[src/inc/spu_pkg.sv]
// Package: register map, field positions, timing constants for the serial port
package spu_pkg;

    // Register byte offsets
    localparam logic [11:0] SPU_CTRL_OFF   = 12'h000;  // port_control_reg
    localparam logic [11:0] SPU_BUF_OFF    = 12'h004;  // port_buffer
    localparam logic [11:0] SPU_CFG_OFF    = 12'h008;  // port_config_reg
    localparam logic [11:0] SPU_PWR_OFF    = 12'h00c;  // power_control_reg
    localparam logic [11:0] SPU_STAT_OFF   = 12'h010;  // internal status

    // Control register field positions
    localparam int SPU_C_RXDONE   = 0;
    localparam int SPU_C_TXDONE   = 1;
    localparam int SPU_C_RX9      = 2;
    localparam int SPU_C_TX9      = 3;
    localparam int SPU_C_RXEN     = 4;
    localparam int SPU_C_MPEN     = 5;
    localparam int SPU_C_MODELO   = 6;
    localparam int SPU_C_BIT7     = 7;

    // Config register fields
    localparam int SPU_G_FAST     = 0;  // shift_clock_fast_select
    localparam int SPU_G_TSEL     = 1;  // 0: timer 1, 1: timer 2
    localparam int SPU_G_M2LO     = 2;  // mode 2 divider select, 2 bits
    // Power control field
    localparam int SPU_P_FESEL    = 6;  // frame_error_select

    // Reset values
    localparam logic [7:0] SPU_CTRL_RST = 8'h00;
    localparam logic [7:0] SPU_CFG_RST  = 8'h00;

    // Divider figures
    localparam int SPU_M0_SLOW_DIV = 12;
    localparam int SPU_M0_FAST_DIV = 2;
    localparam int SPU_OVS         = 16;  // receive sample ticks per bit

    // Shared state encodings
    typedef enum logic [3:0] {
        SPU_IDLE  = 4'b0001,
        SPU_START = 4'b0010,
        SPU_DATA  = 4'b0100,
        SPU_STOP  = 4'b1000
    } spu_state_t;

endpackage : spu_pkg

[src/logic/spu_serial_port.sv]
// Four-mode serial port with APB register access
//
// The placing of the registers and the APB slave port were decided locally.
`timescale 1ns/1ps
`default_nettype none
module spu_serial_port
    import spu_pkg::*;
(
    // Clock and reset
    input  wire logic        ref_clk,
    input  wire logic        reset,
    // APB slave
    input  wire logic        psel,
    input  wire logic        penable,
    input  wire logic        pwrite,
    input  wire logic [11:0] paddr,
    input  wire logic [31:0] pwdata,
    output logic [31:0]      prdata,
    output logic             pready,
    output logic             pslverr,
    // Baud sources
    input  wire logic        t1_ovf,
    input  wire logic        t2_ovf,
    // Serial pins
    input  wire logic        serial_data_pin_i,
    output logic             serial_data_pin_o,
    output logic             serial_data_pin_oe_n,
    output logic             serial_out_pin,
    // Port request to interrupt controller
    output logic             port_irq
);
    typedef struct packed {
        logic [7:0]  ctrl;       // port_control_reg minus bit 7
        logic        mode_hi;    // mode_select_high_bit
        logic        fe;         // frame_error_flag
        logic [7:0]  cfg;
        logic        fesel;      // frame_error_select
        logic [7:0]  tx_buf;
        logic [7:0]  rx_buf;
        logic [9:0]  tsh;        // 8 data, ninth, stop; start bit comes from SPU_START
        logic [3:0]  tcnt;
        logic [3:0]  tdiv;
        logic        tpend;
        spu_state_t  tst;
        logic [8:0]  rsh;
        logic [3:0]  rcnt;
        logic [3:0]  rdiv;
        spu_state_t  rst;
        logic        line_q;
        logic [3:0]  m0div;
        logic        sclk;
        logic        m0_rx;
        logic [3:0]  m0cnt;
        logic        ovr;
    } spu_st_t;
    spu_st_t s_q, s_d;

    logic       rxd_s;
    logic       tick;
    logic [1:0] mode;
    logic       acc;

    // Word address match helper
    function automatic logic hit(input logic [11:0] a, input logic [11:0] off);
        hit = (a[11:2] == off[11:2]);
    endfunction : hit

    spu_sync u_sync (
        .ref_clk (ref_clk),
        .reset   (reset),
        .din     (serial_data_pin_i),
        .dout    (rxd_s)
    );

    spu_tick_gen u_tick (
        .ref_clk     (ref_clk),
        .reset       (reset),
        .mode        (mode),
        .timer_sel   (s_q.cfg[SPU_G_TSEL]),
        .m2_div_sel  (s_q.cfg[SPU_G_M2LO +: 2]),
        .t1_ovf      (t1_ovf),
        .t2_ovf      (t2_ovf),
        .sample_tick (tick)
    );

    assign mode = {s_q.mode_hi, s_q.ctrl[SPU_C_MODELO]};
    assign acc  = psel & penable;

    // Zero-wait slave; unmapped addresses read zero and flag an error
    assign pready  = 1'b1;
    assign pslverr = acc & ~(hit(paddr, SPU_CTRL_OFF) | hit(paddr, SPU_BUF_OFF) |
                             hit(paddr, SPU_CFG_OFF) | hit(paddr, SPU_PWR_OFF) |
                             hit(paddr, SPU_STAT_OFF));

    // Read mux
    always_comb begin
        prdata = 32'h0000_0000;
        if (hit(paddr, SPU_CTRL_OFF)) begin
            prdata[7:0] = {s_q.fesel ? s_q.fe : s_q.mode_hi, s_q.ctrl[6:0]};
        end else if (hit(paddr, SPU_BUF_OFF)) begin
            prdata[7:0] = s_q.rx_buf;
        end else if (hit(paddr, SPU_CFG_OFF)) begin
            prdata[7:0] = s_q.cfg;
        end else if (hit(paddr, SPU_PWR_OFF)) begin
            prdata[SPU_P_FESEL] = s_q.fesel;
        end else if (hit(paddr, SPU_STAT_OFF)) begin
            prdata[3:0] = {s_q.ovr, s_q.m0_rx, s_q.rst != SPU_IDLE, s_q.tst != SPU_IDLE};
        end
    end

    // Next-state logic of the whole port
    always_comb begin
        logic set_ti;
        logic set_ri;
        logic set_fe;
        logic wr_buf;
        logic m0_rise;
        logic m0_fall;
        logic ninth;
        logic [3:0] lim;
        set_ti  = 1'b0;
        set_ri  = 1'b0;
        set_fe  = 1'b0;
        m0_rise = 1'b0;
        m0_fall = 1'b0;
        ninth   = 1'b0;
        s_d     = s_q;
        wr_buf  = acc & pwrite & hit(paddr, SPU_BUF_OFF);
        if (tick) s_d.line_q = rxd_s;

        // Mode 0 shift clock: half period of 6 or 1 system clocks
        lim = s_q.cfg[SPU_G_FAST] ? 4'(SPU_M0_FAST_DIV / 2 - 1) : 4'(SPU_M0_SLOW_DIV / 2 - 1);
        if (mode == 2'd0 && (s_q.tst == SPU_DATA || s_q.m0_rx)) begin
            if (s_q.m0div >= lim) begin
                s_d.m0div = 4'd0;
                s_d.sclk  = ~s_q.sclk;
                m0_rise   = ~s_q.sclk;
                m0_fall   = s_q.sclk;
            end else begin
                s_d.m0div = s_q.m0div + 4'd1;
            end
        end else begin
            s_d.m0div = 4'd0;
            s_d.sclk  = 1'b1;
        end

        // Transmit engine
        if (wr_buf) begin
            s_d.tx_buf = pwdata[7:0];
            s_d.tsh    = {1'b1, s_q.ctrl[SPU_C_TX9], pwdata[7:0]};
            s_d.tcnt   = 4'd0;
            s_d.tdiv   = 4'd0;
            if (mode == 2'd0) begin
                s_d.tst = SPU_DATA;
            end else begin
                s_d.tpend = 1'b1;
                s_d.tst   = SPU_IDLE;
            end
        end else begin
            case (s_q.tst)
                SPU_IDLE: begin
                    if (s_q.tpend && tick) begin
                        s_d.tpend = 1'b0;
                        s_d.tst   = SPU_START;
                    end
                end
                SPU_START: begin
                    if (tick) begin
                        s_d.tdiv = s_q.tdiv + 4'd1;
                        if (s_q.tdiv == 4'(SPU_OVS - 1)) begin
                            s_d.tst = SPU_DATA;
                        end
                    end
                end
                SPU_DATA: begin
                    if (mode == 2'd0) begin
                        // No shift before the first rise, else bit 0 is never seen
                        if (m0_fall && s_q.tcnt != 4'd0) begin
                            s_d.tsh = {1'b1, s_q.tsh[9:1]};
                        end
                        if (m0_rise) begin
                            s_d.tcnt = s_q.tcnt + 4'd1;
                            if (s_q.tcnt == 4'd7) begin
                                s_d.tst = SPU_IDLE;
                                set_ti  = 1'b1;
                            end
                        end
                    end else if (tick) begin
                        s_d.tdiv = s_q.tdiv + 4'd1;
                        if (s_q.tdiv == 4'(SPU_OVS - 1)) begin
                            s_d.tsh  = {1'b1, s_q.tsh[9:1]};
                            s_d.tcnt = s_q.tcnt + 4'd1;
                            if (s_q.tcnt == ((mode == 2'd1) ? 4'd7 : 4'd8)) begin
                                set_ti  = 1'b1;
                                s_d.tst = SPU_STOP;
                            end
                        end
                    end
                end
                SPU_STOP: begin
                    if (tick) begin
                        s_d.tdiv = s_q.tdiv + 4'd1;
                        if (s_q.tdiv == 4'(SPU_OVS - 1)) begin
                            s_d.tst = SPU_IDLE;
                        end
                    end
                end
                default: s_d.tst = SPU_IDLE;
            endcase
        end

        // Mode 0 receive: preload marker pattern, shift on falling edges
        if (mode == 2'd0) begin
            if (!s_q.m0_rx && s_q.tst == SPU_IDLE && s_q.ctrl[SPU_C_RXEN] && !s_q.ctrl[SPU_C_RXDONE] && !wr_buf) begin
                s_d.rsh   = 9'b111111110;
                s_d.m0_rx = 1'b1;
                s_d.m0cnt = 4'd0;
            end else if (s_q.m0_rx && m0_fall) begin
                s_d.rsh   = {rxd_s, s_q.rsh[8:1]};
                s_d.m0cnt = s_q.m0cnt + 4'd1;
                if (s_q.m0cnt == 4'd7) begin
                    s_d.m0_rx  = 1'b0;
                    s_d.rx_buf = {rxd_s, s_q.rsh[8:2]};
                    set_ri     = 1'b1;
                end
            end
            s_d.rst = SPU_IDLE;
        end else begin
            s_d.m0_rx = 1'b0;
            case (s_q.rst)
                SPU_IDLE: begin
                    if (tick && s_q.line_q && !rxd_s && s_q.ctrl[SPU_C_RXEN]) begin
                        s_d.rst  = SPU_START;
                        s_d.rdiv = 4'd0;
                        s_d.rcnt = 4'd0;
                    end
                end
                SPU_START: begin
                    if (tick) begin
                        s_d.rdiv = s_q.rdiv + 4'd1;
                        if (s_q.rdiv == 4'(SPU_OVS / 2 - 1)) begin
                            // False start rejected at bit centre
                            s_d.rst  = rxd_s ? SPU_IDLE : SPU_DATA;
                            s_d.rdiv = 4'd0;
                        end
                    end
                end
                SPU_DATA: begin
                    if (tick) begin
                        s_d.rdiv = s_q.rdiv + 4'd1;
                        if (s_q.rdiv == 4'(SPU_OVS - 1)) begin
                            s_d.rsh  = {rxd_s, s_q.rsh[8:1]};
                            s_d.rcnt = s_q.rcnt + 4'd1;
                            if (s_q.rcnt == ((mode == 2'd1) ? 4'd7 : 4'd8)) begin
                                s_d.rst = SPU_STOP;
                            end
                        end
                    end
                end
                SPU_STOP: begin
                    if (tick) begin
                        s_d.rdiv = s_q.rdiv + 4'd1;
                        if (s_q.rdiv == 4'(SPU_OVS - 1)) begin
                            s_d.rst = SPU_IDLE;
                            set_fe  = ~rxd_s;
                            ninth   = (mode == 2'd1) ? rxd_s : s_q.rsh[8];
                            if (!s_q.ctrl[SPU_C_MPEN] || ((mode == 2'd1) ? rxd_s : ninth)) begin
                                set_ri = 1'b1;
                                s_d.ovr = s_q.ctrl[SPU_C_RXDONE];
                                s_d.rx_buf = (mode == 2'd1) ? s_q.rsh[8:1] : s_q.rsh[7:0];
                                s_d.ctrl[SPU_C_RX9] = ninth;
                            end
                        end
                    end
                end
                default: s_d.rst = SPU_IDLE;
            endcase
        end

        // Software writes, hardware sets win after
        if (acc && pwrite && hit(paddr, SPU_CTRL_OFF)) begin
            s_d.ctrl = pwdata[7:0];
            if (s_q.fesel) begin
                s_d.fe = pwdata[SPU_C_BIT7];
            end else begin
                s_d.mode_hi = pwdata[SPU_C_BIT7];
            end
        end
        if (acc && pwrite && hit(paddr, SPU_CFG_OFF)) begin
            s_d.cfg = pwdata[7:0];
        end
        if (acc && pwrite && hit(paddr, SPU_PWR_OFF)) begin
            s_d.fesel = pwdata[SPU_P_FESEL];
        end
        if (set_ti) begin
            s_d.ctrl[SPU_C_TXDONE] = 1'b1;
        end
        if (set_ri) begin
            s_d.ctrl[SPU_C_RXDONE] = 1'b1;
        end
        if (set_fe) begin
            s_d.fe = 1'b1;
        end
    end

    always_ff @(posedge ref_clk or posedge reset) begin
        if (reset) begin
            s_q        <= '0;
            s_q.ctrl   <= SPU_CTRL_RST;
            s_q.cfg    <= SPU_CFG_RST;
            s_q.tsh    <= '1;
            s_q.tst    <= SPU_IDLE;
            s_q.rst    <= SPU_IDLE;
            s_q.line_q <= 1'b1;
            s_q.sclk   <= 1'b1;
        end else begin
            s_q <= s_d;
        end
    end

    // Pin drive: mode 0 data on the data pin, clock on the out pin
    always_comb begin
        if (mode == 2'd0) begin
            serial_data_pin_o    = s_q.tsh[0];
            serial_data_pin_oe_n = ~(s_q.tst == SPU_DATA);
            serial_out_pin       = s_q.sclk;
        end else begin
            serial_data_pin_o    = 1'b1;
            serial_data_pin_oe_n = 1'b1;
            case (s_q.tst)
                SPU_START: serial_out_pin = 1'b0;
                SPU_DATA:  serial_out_pin = s_q.tsh[0];
                default:   serial_out_pin = 1'b1;
            endcase
        end
    end

    assign port_irq = s_q.ctrl[SPU_C_TXDONE] | s_q.ctrl[SPU_C_RXDONE];
endmodule : spu_serial_port
`default_nettype wire

[src/logic/spu_tick_gen.sv]
// Sample tick generator: system-clock dividers and timer overflow select
`timescale 1ns/1ps
`default_nettype none
module spu_tick_gen
    import spu_pkg::*;
(
    // Clock and reset
    input  wire logic       ref_clk,
    input  wire logic       reset,
    // Selection
    input  wire logic [1:0] mode,
    input  wire logic       timer_sel,
    input  wire logic [1:0] m2_div_sel,
    input  wire logic       t1_ovf,
    input  wire logic       t2_ovf,
    // Tick to serial engine (16x bit rate)
    output logic            sample_tick
);
    typedef struct packed {
        logic [1:0] cnt;
        logic       tick;
    } spu_tg_t;
    spu_tg_t s_q, s_d;

    // Mode 2 divides system clock by 1, 2 or 4 before the 16x sampler
    always_comb begin
        logic [1:0] lim;
        lim = 2'd0;
        s_d = s_q;
        case (m2_div_sel)
            2'd0:    lim = 2'd3;   // 1/64 bit rate
            2'd1:    lim = 2'd1;   // 1/32 bit rate
            default: lim = 2'd0;   // 1/16 bit rate
        endcase
        s_d.tick = 1'b0;
        if (mode == 2'd2) begin
            if (s_q.cnt >= lim) begin
                s_d.cnt  = 2'd0;
                s_d.tick = 1'b1;
            end else begin
                s_d.cnt = s_q.cnt + 2'd1;
            end
        end else begin
            s_d.cnt  = 2'd0;
            s_d.tick = timer_sel ? t2_ovf : t1_ovf;
        end
    end

    always_ff @(posedge ref_clk or posedge reset) begin
        if (reset) begin
            s_q <= '0;
        end else begin
            s_q <= s_d;
        end
    end

    assign sample_tick = s_q.tick;
endmodule : spu_tick_gen
`default_nettype wire

[src/logic/spu_sync.sv]
// Two-flop synchroniser for a pin input
`timescale 1ns/1ps
`default_nettype none
module spu_sync (
    // Clock and reset
    input  wire logic ref_clk,
    input  wire logic reset,
    // Pin in, synchronised out
    input  wire logic din,
    output logic      dout
);
    typedef struct packed {
        logic s1;
        logic s2;
    } spu_sy_t;
    spu_sy_t s_q, s_d;

    // Idle line level is high
    always_comb begin
        s_d.s1 = din;
        s_d.s2 = s_q.s1;
    end

    always_ff @(posedge ref_clk or posedge reset) begin
        if (reset) begin
            s_q <= '1;
        end else begin
            s_q <= s_d;
        end
    end

    assign dout = s_q.s2;
endmodule : spu_sync
`default_nettype wire

[config.mk]
export PLATFORM = sky130hd
export DESIGN_NAME = spu_serial_port
export DESIGN_NICKNAME = d
export VERILOG_FILES = /design/src/inc/spu_pkg.sv /design/src/logic/spu_serial_port.sv /design/src/logic/spu_tick_gen.sv /design/src/logic/spu_sync.sv
export SDC_FILE = /design/constraint.sdc
export NUM_CORES = 1
export LEC_CHECK = 0
export BUFFER_PORTS_ARGS = -buffer_cell sky130_fd_sc_hd__buf_4
export CAP_MARGIN = 25
export CORE_MARGIN = 2
export CORE_UTILIZATION = 55
export CTS_CLUSTER_SIZE = 30
export DETAILED_ROUTE_END_ITERATION = 10
export GPL_TIMING_DRIVEN = 0
export PLACE_DENSITY_LB_ADDON = 0.1
export SKIP_CTS_REPAIR_TIMING = 1
export SYNTH_ARGS = -nofsm -noshare
export SYNTH_HDL_FRONTEND = slang
export SYNTH_HIERARCHICAL = 1
export SYNTH_SLANG_ARGS = --single-unit
export TNS_END_PERCENT = 5
[constraint.sdc]
create_clock -name ref_clk -period 3.4 [get_ports ref_clk]
set_clock_uncertainty 0.15 [all_clocks]
set_input_delay 0.51 -clock ref_clk [delete_from_list [all_inputs] [get_ports ref_clk]]
set_output_delay 0.51 -clock ref_clk [all_outputs]
set_load 0.01 [all_outputs]
==> impl_metrics.yaml, run 1 <==
timing:
  worstMarginPinSlew_ps: 883.8
  tns_ps: 0
  fmaxAchievable_mhz: 350.0
  period_minus_slack_ps: 2857
  setup_viol: 0
  hold_viol_final: 0
  max-slew-margin-rel_pct: 40.25
  rsz0062_at_grt: "false"
  finalCritPeriodShare_pct: 84.04
  drv_slew: 0
pwr:
  ir_drop_mv: 0.2889
  combPwrFrac_pct: 24.6
  p_per_area_nw_per_um2: 497.0
  intPower_w: 0.001913
  p_leak_nw: 2.647
  netSwitchingPower_w: 0.0009898
  p_sw_share_pct: 34.10
  p_seq_share_pct: 48.5
  clockPowerShare_pct: 26.9
cts:
  cts_tree: "done"
  cts_buffers: 9
  cts-root-buf: "clkbuf_8"
  cts.clk_slew.worst_paths_ps: 110
  clock_latency_ps: 370
  cts.sinks: 86
  htreeDepth: 3
  cts_buffer_depth: 2
place:
  dp_hpwl_um: 8723
  numPlacedInstances: 691
  gp_congestion: 0.8540
  io_buffers: 36
layout:
  multi_input_area_um2: 2648
  regArea_um2: 2171
  fin_nets: 656
  areaGrowthSynthToFinish_pct: 15.03
  diodes: 0
  fillerInstances: 779
  drive_gt1_share_pct: 24.25
  fin_cells: 709
floorplanning:
  num_rows: 35
  die_y_um: 100.1
  die_area_um2: 10020
  core-area_um2: 9109
  start_util_pct: 55.74
  die_w_um: 100.1
  io-pin-count: 90
detailed_routing:
  drtIter0Drc: 201
  drc: 0
  drt_wl_total_um: 11980
  ant_nets: 0
  vias: 4126
  viasPerCell: 5.819
  firstDrtPassIters: 5
  wl_per_cell_um: 16.89
synth:
  ys_seq_area_share_pct: 42.76
  dominantRegCellSynth: "dfrtp_1"
  synth_area_um2: 5077
  yosysUniqueCellTypes: 70
  avgSynthCellArea_um2: 9.802
  synth-seq-cells: 86
  ys_warn_count: 6
  synth_edf_count: 0
  async_flop_share_pct: 100.0
  synth_cells: 518
global_route:
  antenna_found_initial: 0
  grt_pass1_wl_um: 19560
  grt_usage_pct: 24.91
  grt_start_max_net_pins: 69
  grt_pass1_vias: 3878
  globalRoute.totalOverflow: 0
setup_path:
  rr_startpoint: "s_q[7]$_DFF_PP0_"
  worstRegToRegCells: 7
  rrSetupSlack_ps: 540
  path_cells: "inv_1, ha_1, nor3b_1, a211oi_2, and4b_1, nor2_1, mux2_2"
  crit_fanout: 9
  worstReg2RegEnd: "s_q[60]$_DFFE_PP0P_"
  path_class: "flop to flop"
  startpoint_type: "flop"
  max_stage_delay_ps: 560
  crit_family: "simple AND/OR/NAND/NOR gates"
  cp_slowest_cell: "nor2_1"
  arrival_ps: 2950
  cp.depth: 7
  crit_buf_inv: 1
  required_ps: 3500
  end_kind: "flop"
worst_hold_path:
  hold-path-cell-count: 1
  min_from: "serial_data_pin_i"
  hold_path.class: "primary input to flop"
  hold_path_end: "u_sync/s_d[0]$_DFF_PP1_"
run_status:
  status: "completed"
run:
  maxCapViolations: 0
==> synthesized netlist by cell type (4+ instances only) <==
master     n  share of area, %
mux2_2    20               4.4
nand2_1   30               2.2
buf_4     25               3.7
dfstp_2   15               7.8
mux2_4     5               1.5
or4b_2     4              0.79
a21oi_1   31               3.1
a31oi_1    5              0.62
clkbuf_1  17               1.3
xnor2_1    8               1.4
inv_1     16               1.2
nor2b_1    5              0.62
ha_1      11               2.7
nand2b_1   4              0.49
or2_2      4              0.49
nor4b_1    6               1.0
xor2_1     5              0.86
o22a_1     8               1.4
o31ai_1    4              0.59
nand4_1    6              0.74
o21ai_0   31               3.1
mux2i_1   27               5.3
nor2_1    46               3.4
dfrtp_1   71                35
nand3_1   18               1.8
a211oi_1   7               1.0
nor3_1     9              0.89
nor3b_1    7               1.0
or3_1      4              0.49
==> worst max-delay path by stage <==
stage | from | end | slack, ps
2_1_floorplan | reset | mode[0]$_DFFE_PP0P_ | 680
3_3_place_gp | reset | s_q[35]$_DFFE_PP0P_ | -350
3_5_place_dp | paddr[11] | s_q[25]$_DFFE_PP0P_ | 470
4_1_cts | s_q[15]$_DFFE_PP0P_ | prdata[1] | 280
5_1_grt | s_q[34]$_DFFE_PP0P_ | serial_out_pin | 410
6_report | s_q[7]$_DFF_PP0_ | s_q[60]$_DFFE_PP0P_ | 540
==> per-stage QoR <==
| step | area [µm²] | utilization (%) | worst slack, ps | hold slack (ps) | total power [W] |
|---|---|---|---|---|---|
| after floorplan | 5164 | - | 681.4 | 113.6 | 0.001915 |
| after global placement | 5573 | 61.18 | -348.9 | 197.8 | 0.002083 |
| after detailed placement | 5613 | 61.62 | 467.2 | 197.3 | 0.002131 |
| after CTS | 5826 | 63.96 | 283.9 | -127.6 | 0.002914 |
| after global routing | 5841 | 64.12 | 407.0 | 76.37 | 0.003079 |
| final | 5841 | 64.12 | 542.6 | 98.99 | 0.002903 |
==> power by group through the flow <==
stage          registers [W]  clock network, W  logic [W]
2_1_floorplan        0.00136                 0   0.000552
3_3_place_gp         0.00141                 0   0.000672
3_5_place_dp         0.00142                 0   0.000710
4_1_cts              0.00140          0.000799   0.000714
5_1_grt              0.00144          0.000836   0.000808
6_report             0.00141          0.000781   0.000715
==> cell families (layout without fill, tap and decap cells) <==
group / after synthesis / count (layout) / share of synthesized area (%)
other cells: 2 / 25 / 0.1479
compound gates: 117 / 117 / 14.91
simple gates: 171 / 171 / 18.53
buf+inv: 64 / 121 / 6.801
flops: 86 / 86 / 42.76
fa+ha+maj: 11 / 11 / 2.711
mux: 54 / 54 / 11.90
xor+xnor: 13 / 13 / 2.242
==> placed cells by master (no fill, tap or decap), drive strengths merged, types with 4 or more instances in the layout <==
cell type / Yosys / routed
a211oi: 8 / 8
a21oi: 31 / 31
a31oi: 5 / 5
buf: 31 / 70
clkbuf: 17 / 27
conb: 2 / 25
dfrtp: 71 / 71
dfstp: 15 / 15
ha: 11 / 11
inv: 16 / 19
mux2: 26 / 26
mux2i: 27 / 27
nand2: 30 / 30
nand2b: 5 / 5
nand3: 19 / 19
nand4: 6 / 6
nor2: 47 / 47
nor2b: 5 / 5
nor3: 9 / 9
nor3b: 7 / 7
nor4b: 6 / 6
o21ai: 32 / 32
o22a: 8 / 8
o31ai: 4 / 4
or2: 5 / 5
or3: 4 / 4
or4b: 5 / 5
xnor2: 8 / 8
xor2: 5 / 5
==> registers in the layout, summed over array words and instances, names as in the netlist <==
signal and cells:
u_sync/dout 1, mode 2, s_q 79, u_tick/s_q 2, u_sync/s_d 1, u_tick/sample_tick 1
==> layer usage <==
layer  global-route usage [%]  wire length [µm]  up-vias
li1                         -                 -     1999
met1                    34.03              5412     1988
met2                    40.90              5789      122
met3                    4.387               605       17
met4                    7.587               167        0
met5                        0                 0        -
==> area by class of cell <==
class                      instances  area share [%]
buffer                            48           4.884
clock buffer                       9           2.121
clock inverter                     7           1.521
inverter                          16           1.071
multi-input combinational        391           45.33
sequential                        86           37.17
tap                              111           2.378
timing repair buffer              41           5.527
Power figures use the tool's default switching activity.
==> inputs of run 2 (changes only) <==
==> constraint.sdc (replaced) <==
create_clock -name ref_clk -period 2.95 [get_ports ref_clk]
set_clock_uncertainty 0.15 [all_clocks]
set_input_delay 0.4425 -clock ref_clk [delete_from_list [all_inputs] [get_ports ref_clk]]
set_output_delay 0.4425 -clock ref_clk [all_outputs]
set_load 0.01 [all_outputs]
==> run 2 against run 1 <==
Against the previous run:
- die area unchanged
- non-clock buffer count unchanged
- worst setup slack worse by 360 ps
- count of clock-buffer cells in the layout unchanged
- wire length up 0.11%
- via count about the same
- global-route usage unchanged
- final area about the same
- combinational power up 15%
- largest cell class unchanged
==> impl_metrics.yaml, run 2 (same netlist as run 1, synthesis figures left out) <==
setup_path:
  rr_startpoint: "s_q[7]$_DFF_PP0_"
  cp_slowest_cell: "dfstp_2"
  path_class: "flop to primary output"
  worstRegToRegCells: 8
  crit_start: "s_q[33]$_DFFE_PP1P_"
  max_stage_delay_ps: 600
  crit_family: "flip-flops"
  crit_fanout: 7
  rrSetupSlack_ps: 210
  path_cells: "nor4b_1, buf_2, a211o_1, a21oi_1, buf_4"
  required_ps: 2360
  crit_buf_inv: 2
  arrival_ps: 2170
  crit_path_end: "prdata[0]"
  end_kind: "primary output"
  startpoint_type: "flop"
  cp.depth: 5
  worstReg2RegEnd: "s_q[53]$_DFFE_PP1P_"
timing:
  hold_viol_final: 0
  worstMarginPinSlew_ps: 883.8
  drv_slew: 0
  rsz0062_at_grt: "false"
  setup_viol: 0
  period_minus_slack_ps: 2765
  finalCritPeriodShare_pct: 93.72
  fmaxAchievable_mhz: 361.7
  max-slew-margin-rel_pct: 40.25
  whs_ps: 31.73
global_route:
  grt_pass1_vias: 3878
  antenna_found_initial: 0
  grt_pass1_wl_um: 19560
  grt_usage_pct: 24.91
  grt_start_max_net_pins: 69
  globalRoute.totalOverflow: 0
place:
  numPlacedInstances: 691
  io_buffers: 36
  dp_hpwl_um: 8723
  gp_congestion: 0.8540
  dpl_cell_area_um2: 5613
cts:
  htreeDepth: 3
  cts.sinks: 86
  cts-root-buf: "clkbuf_8"
  cts_buffer_depth: 2
  cts_tree: "done"
  cts_buffers: 9
  cts.clk_slew.worst_paths_ps: 90
  clock_latency_ps: 370
floorplanning:
  core-area_um2: 9109
  die_w_um: 100.1
  die_area_um2: 10020
  start_util_pct: 55.74
  die_y_um: 100.1
  num_rows: 35
  io-pin-count: 90
layout:
  final_common_cell: "dfrtp_1"
  fillerInstances: 779
  top_register: "s_q"
  drive_gt1_share_pct: 24.41
  final_cell_mix: "71 x dfrtp_1, 61 x buf_4, 45 x nor2_1"
  diodes: 0
  fin_nets: 656
  fin_cells: 709
  areaGrowthSynthToFinish_pct: 15.08
  largest_reg_flops: 79
  fin_area_um2: 5843
pwr:
  ir_drop_mv: 0.3330
  p_per_area_nw_per_um2: 572.6
  fin_total_pwr_w: 0.003346
  p_leak_nw: 2.648
run:
  maxCapViolations: 0
detailed_routing:
  ant_nets: 0
  viasPerCell: 5.824
  vias: 4129
  drtIter0Drc: 201
  drt_wl_total_um: 11990
  drc: 0
  wl_per_cell_um: 16.91
  firstDrtPassIters: 5
run_status:
  status: "completed"
worst_hold_path:
  hold_path.class: "primary input to flop"
## run 2: cell counts in the layout (fill, tap and decap cells not counted)
No cell type changed its count.
## run 2: worst min path at each step
| stage | startpoint | depth (start not counted) | slack (ps) | endpoint |
|---|---|---|---|---|
| after floorplan | reset | 1 | 50 | u_tick/s_q[1]$_DFF_PP0_ |
| after global placement | reset | 2 | 200 | u_tick/s_q[1]$_DFF_PP0_ |
| after detailed placement | u_sync/s_d[0]$_DFF_PP1_ | 0 | 200 | u_sync/dout$_DFF_PP1_ |
| after CTS | reset | 2 | -200 | u_tick/s_q[1]$_DFF_PP0_ |
| after global routing | serial_data_pin_i | 1 | 9 | u_sync/s_d[0]$_DFF_PP1_ |
| final | serial_data_pin_i | 1 | 30 | u_sync/s_d[0]$_DFF_PP1_ |
## run 2: final cells by class
cell class / count / area [µm²] / area share (%)
multi-input combinational: 391 / 2650 / 45.35
sequential: 86 / 2171 / 37.15
timing repair buffer: 41 / 322.8 / 5.525
buffer: 48 / 285.3 / 4.882
tap: 111 / 138.9 / 2.377
clock buffer: 9 / 123.9 / 2.120
clock inverter: 7 / 88.84 / 1.520
inverter: 16 / 62.56 / 1.071
## run 2: worst register-to-register path: cells and delay by family (launching register included)
family	cells	cell delay (ps)
adder cells (fa/ha/maj)	1	280
flip-flops	1	410
buffers and inverters	2	560
AO/OA/AOI/OAI	3	630
AND/OR/NAND/NOR	1	370
multiplexers	1	280
## run 2: power breakdown
group / leakage (nW) / internal, W / total (W) / switching [W]
sequential: 1.05 / 0.00140 / 0.00162 / 0.000222
combinational: 1.49 / 0.000397 / 0.000824 / 0.000427
clock: 0.104 / 0.000409 / 0.000901 / 0.000492
## run 2: stage by stage
stage               util, %  setup WS [ps]  TNS, ps
global route          64.15          24.45        0
finish                64.15          185.3        0
CTS                   63.96         -98.61   -98.61
detailed placement    61.62          36.04        0
floorplan                 -          298.9        0
global placement      61.18         -731.4   -49150
## run 2: layer usage
layer | global-route usage, % | vias up | part of all wire, %
li1 | - | 1998 | -
met1 | 34.03 | 1993 | 45
met2 | 40.90 | 121 | 48
met3 | 4.387 | 17 | 5.0
met4 | 7.587 | 0 | 1.4
met5 | 0 | - | 0
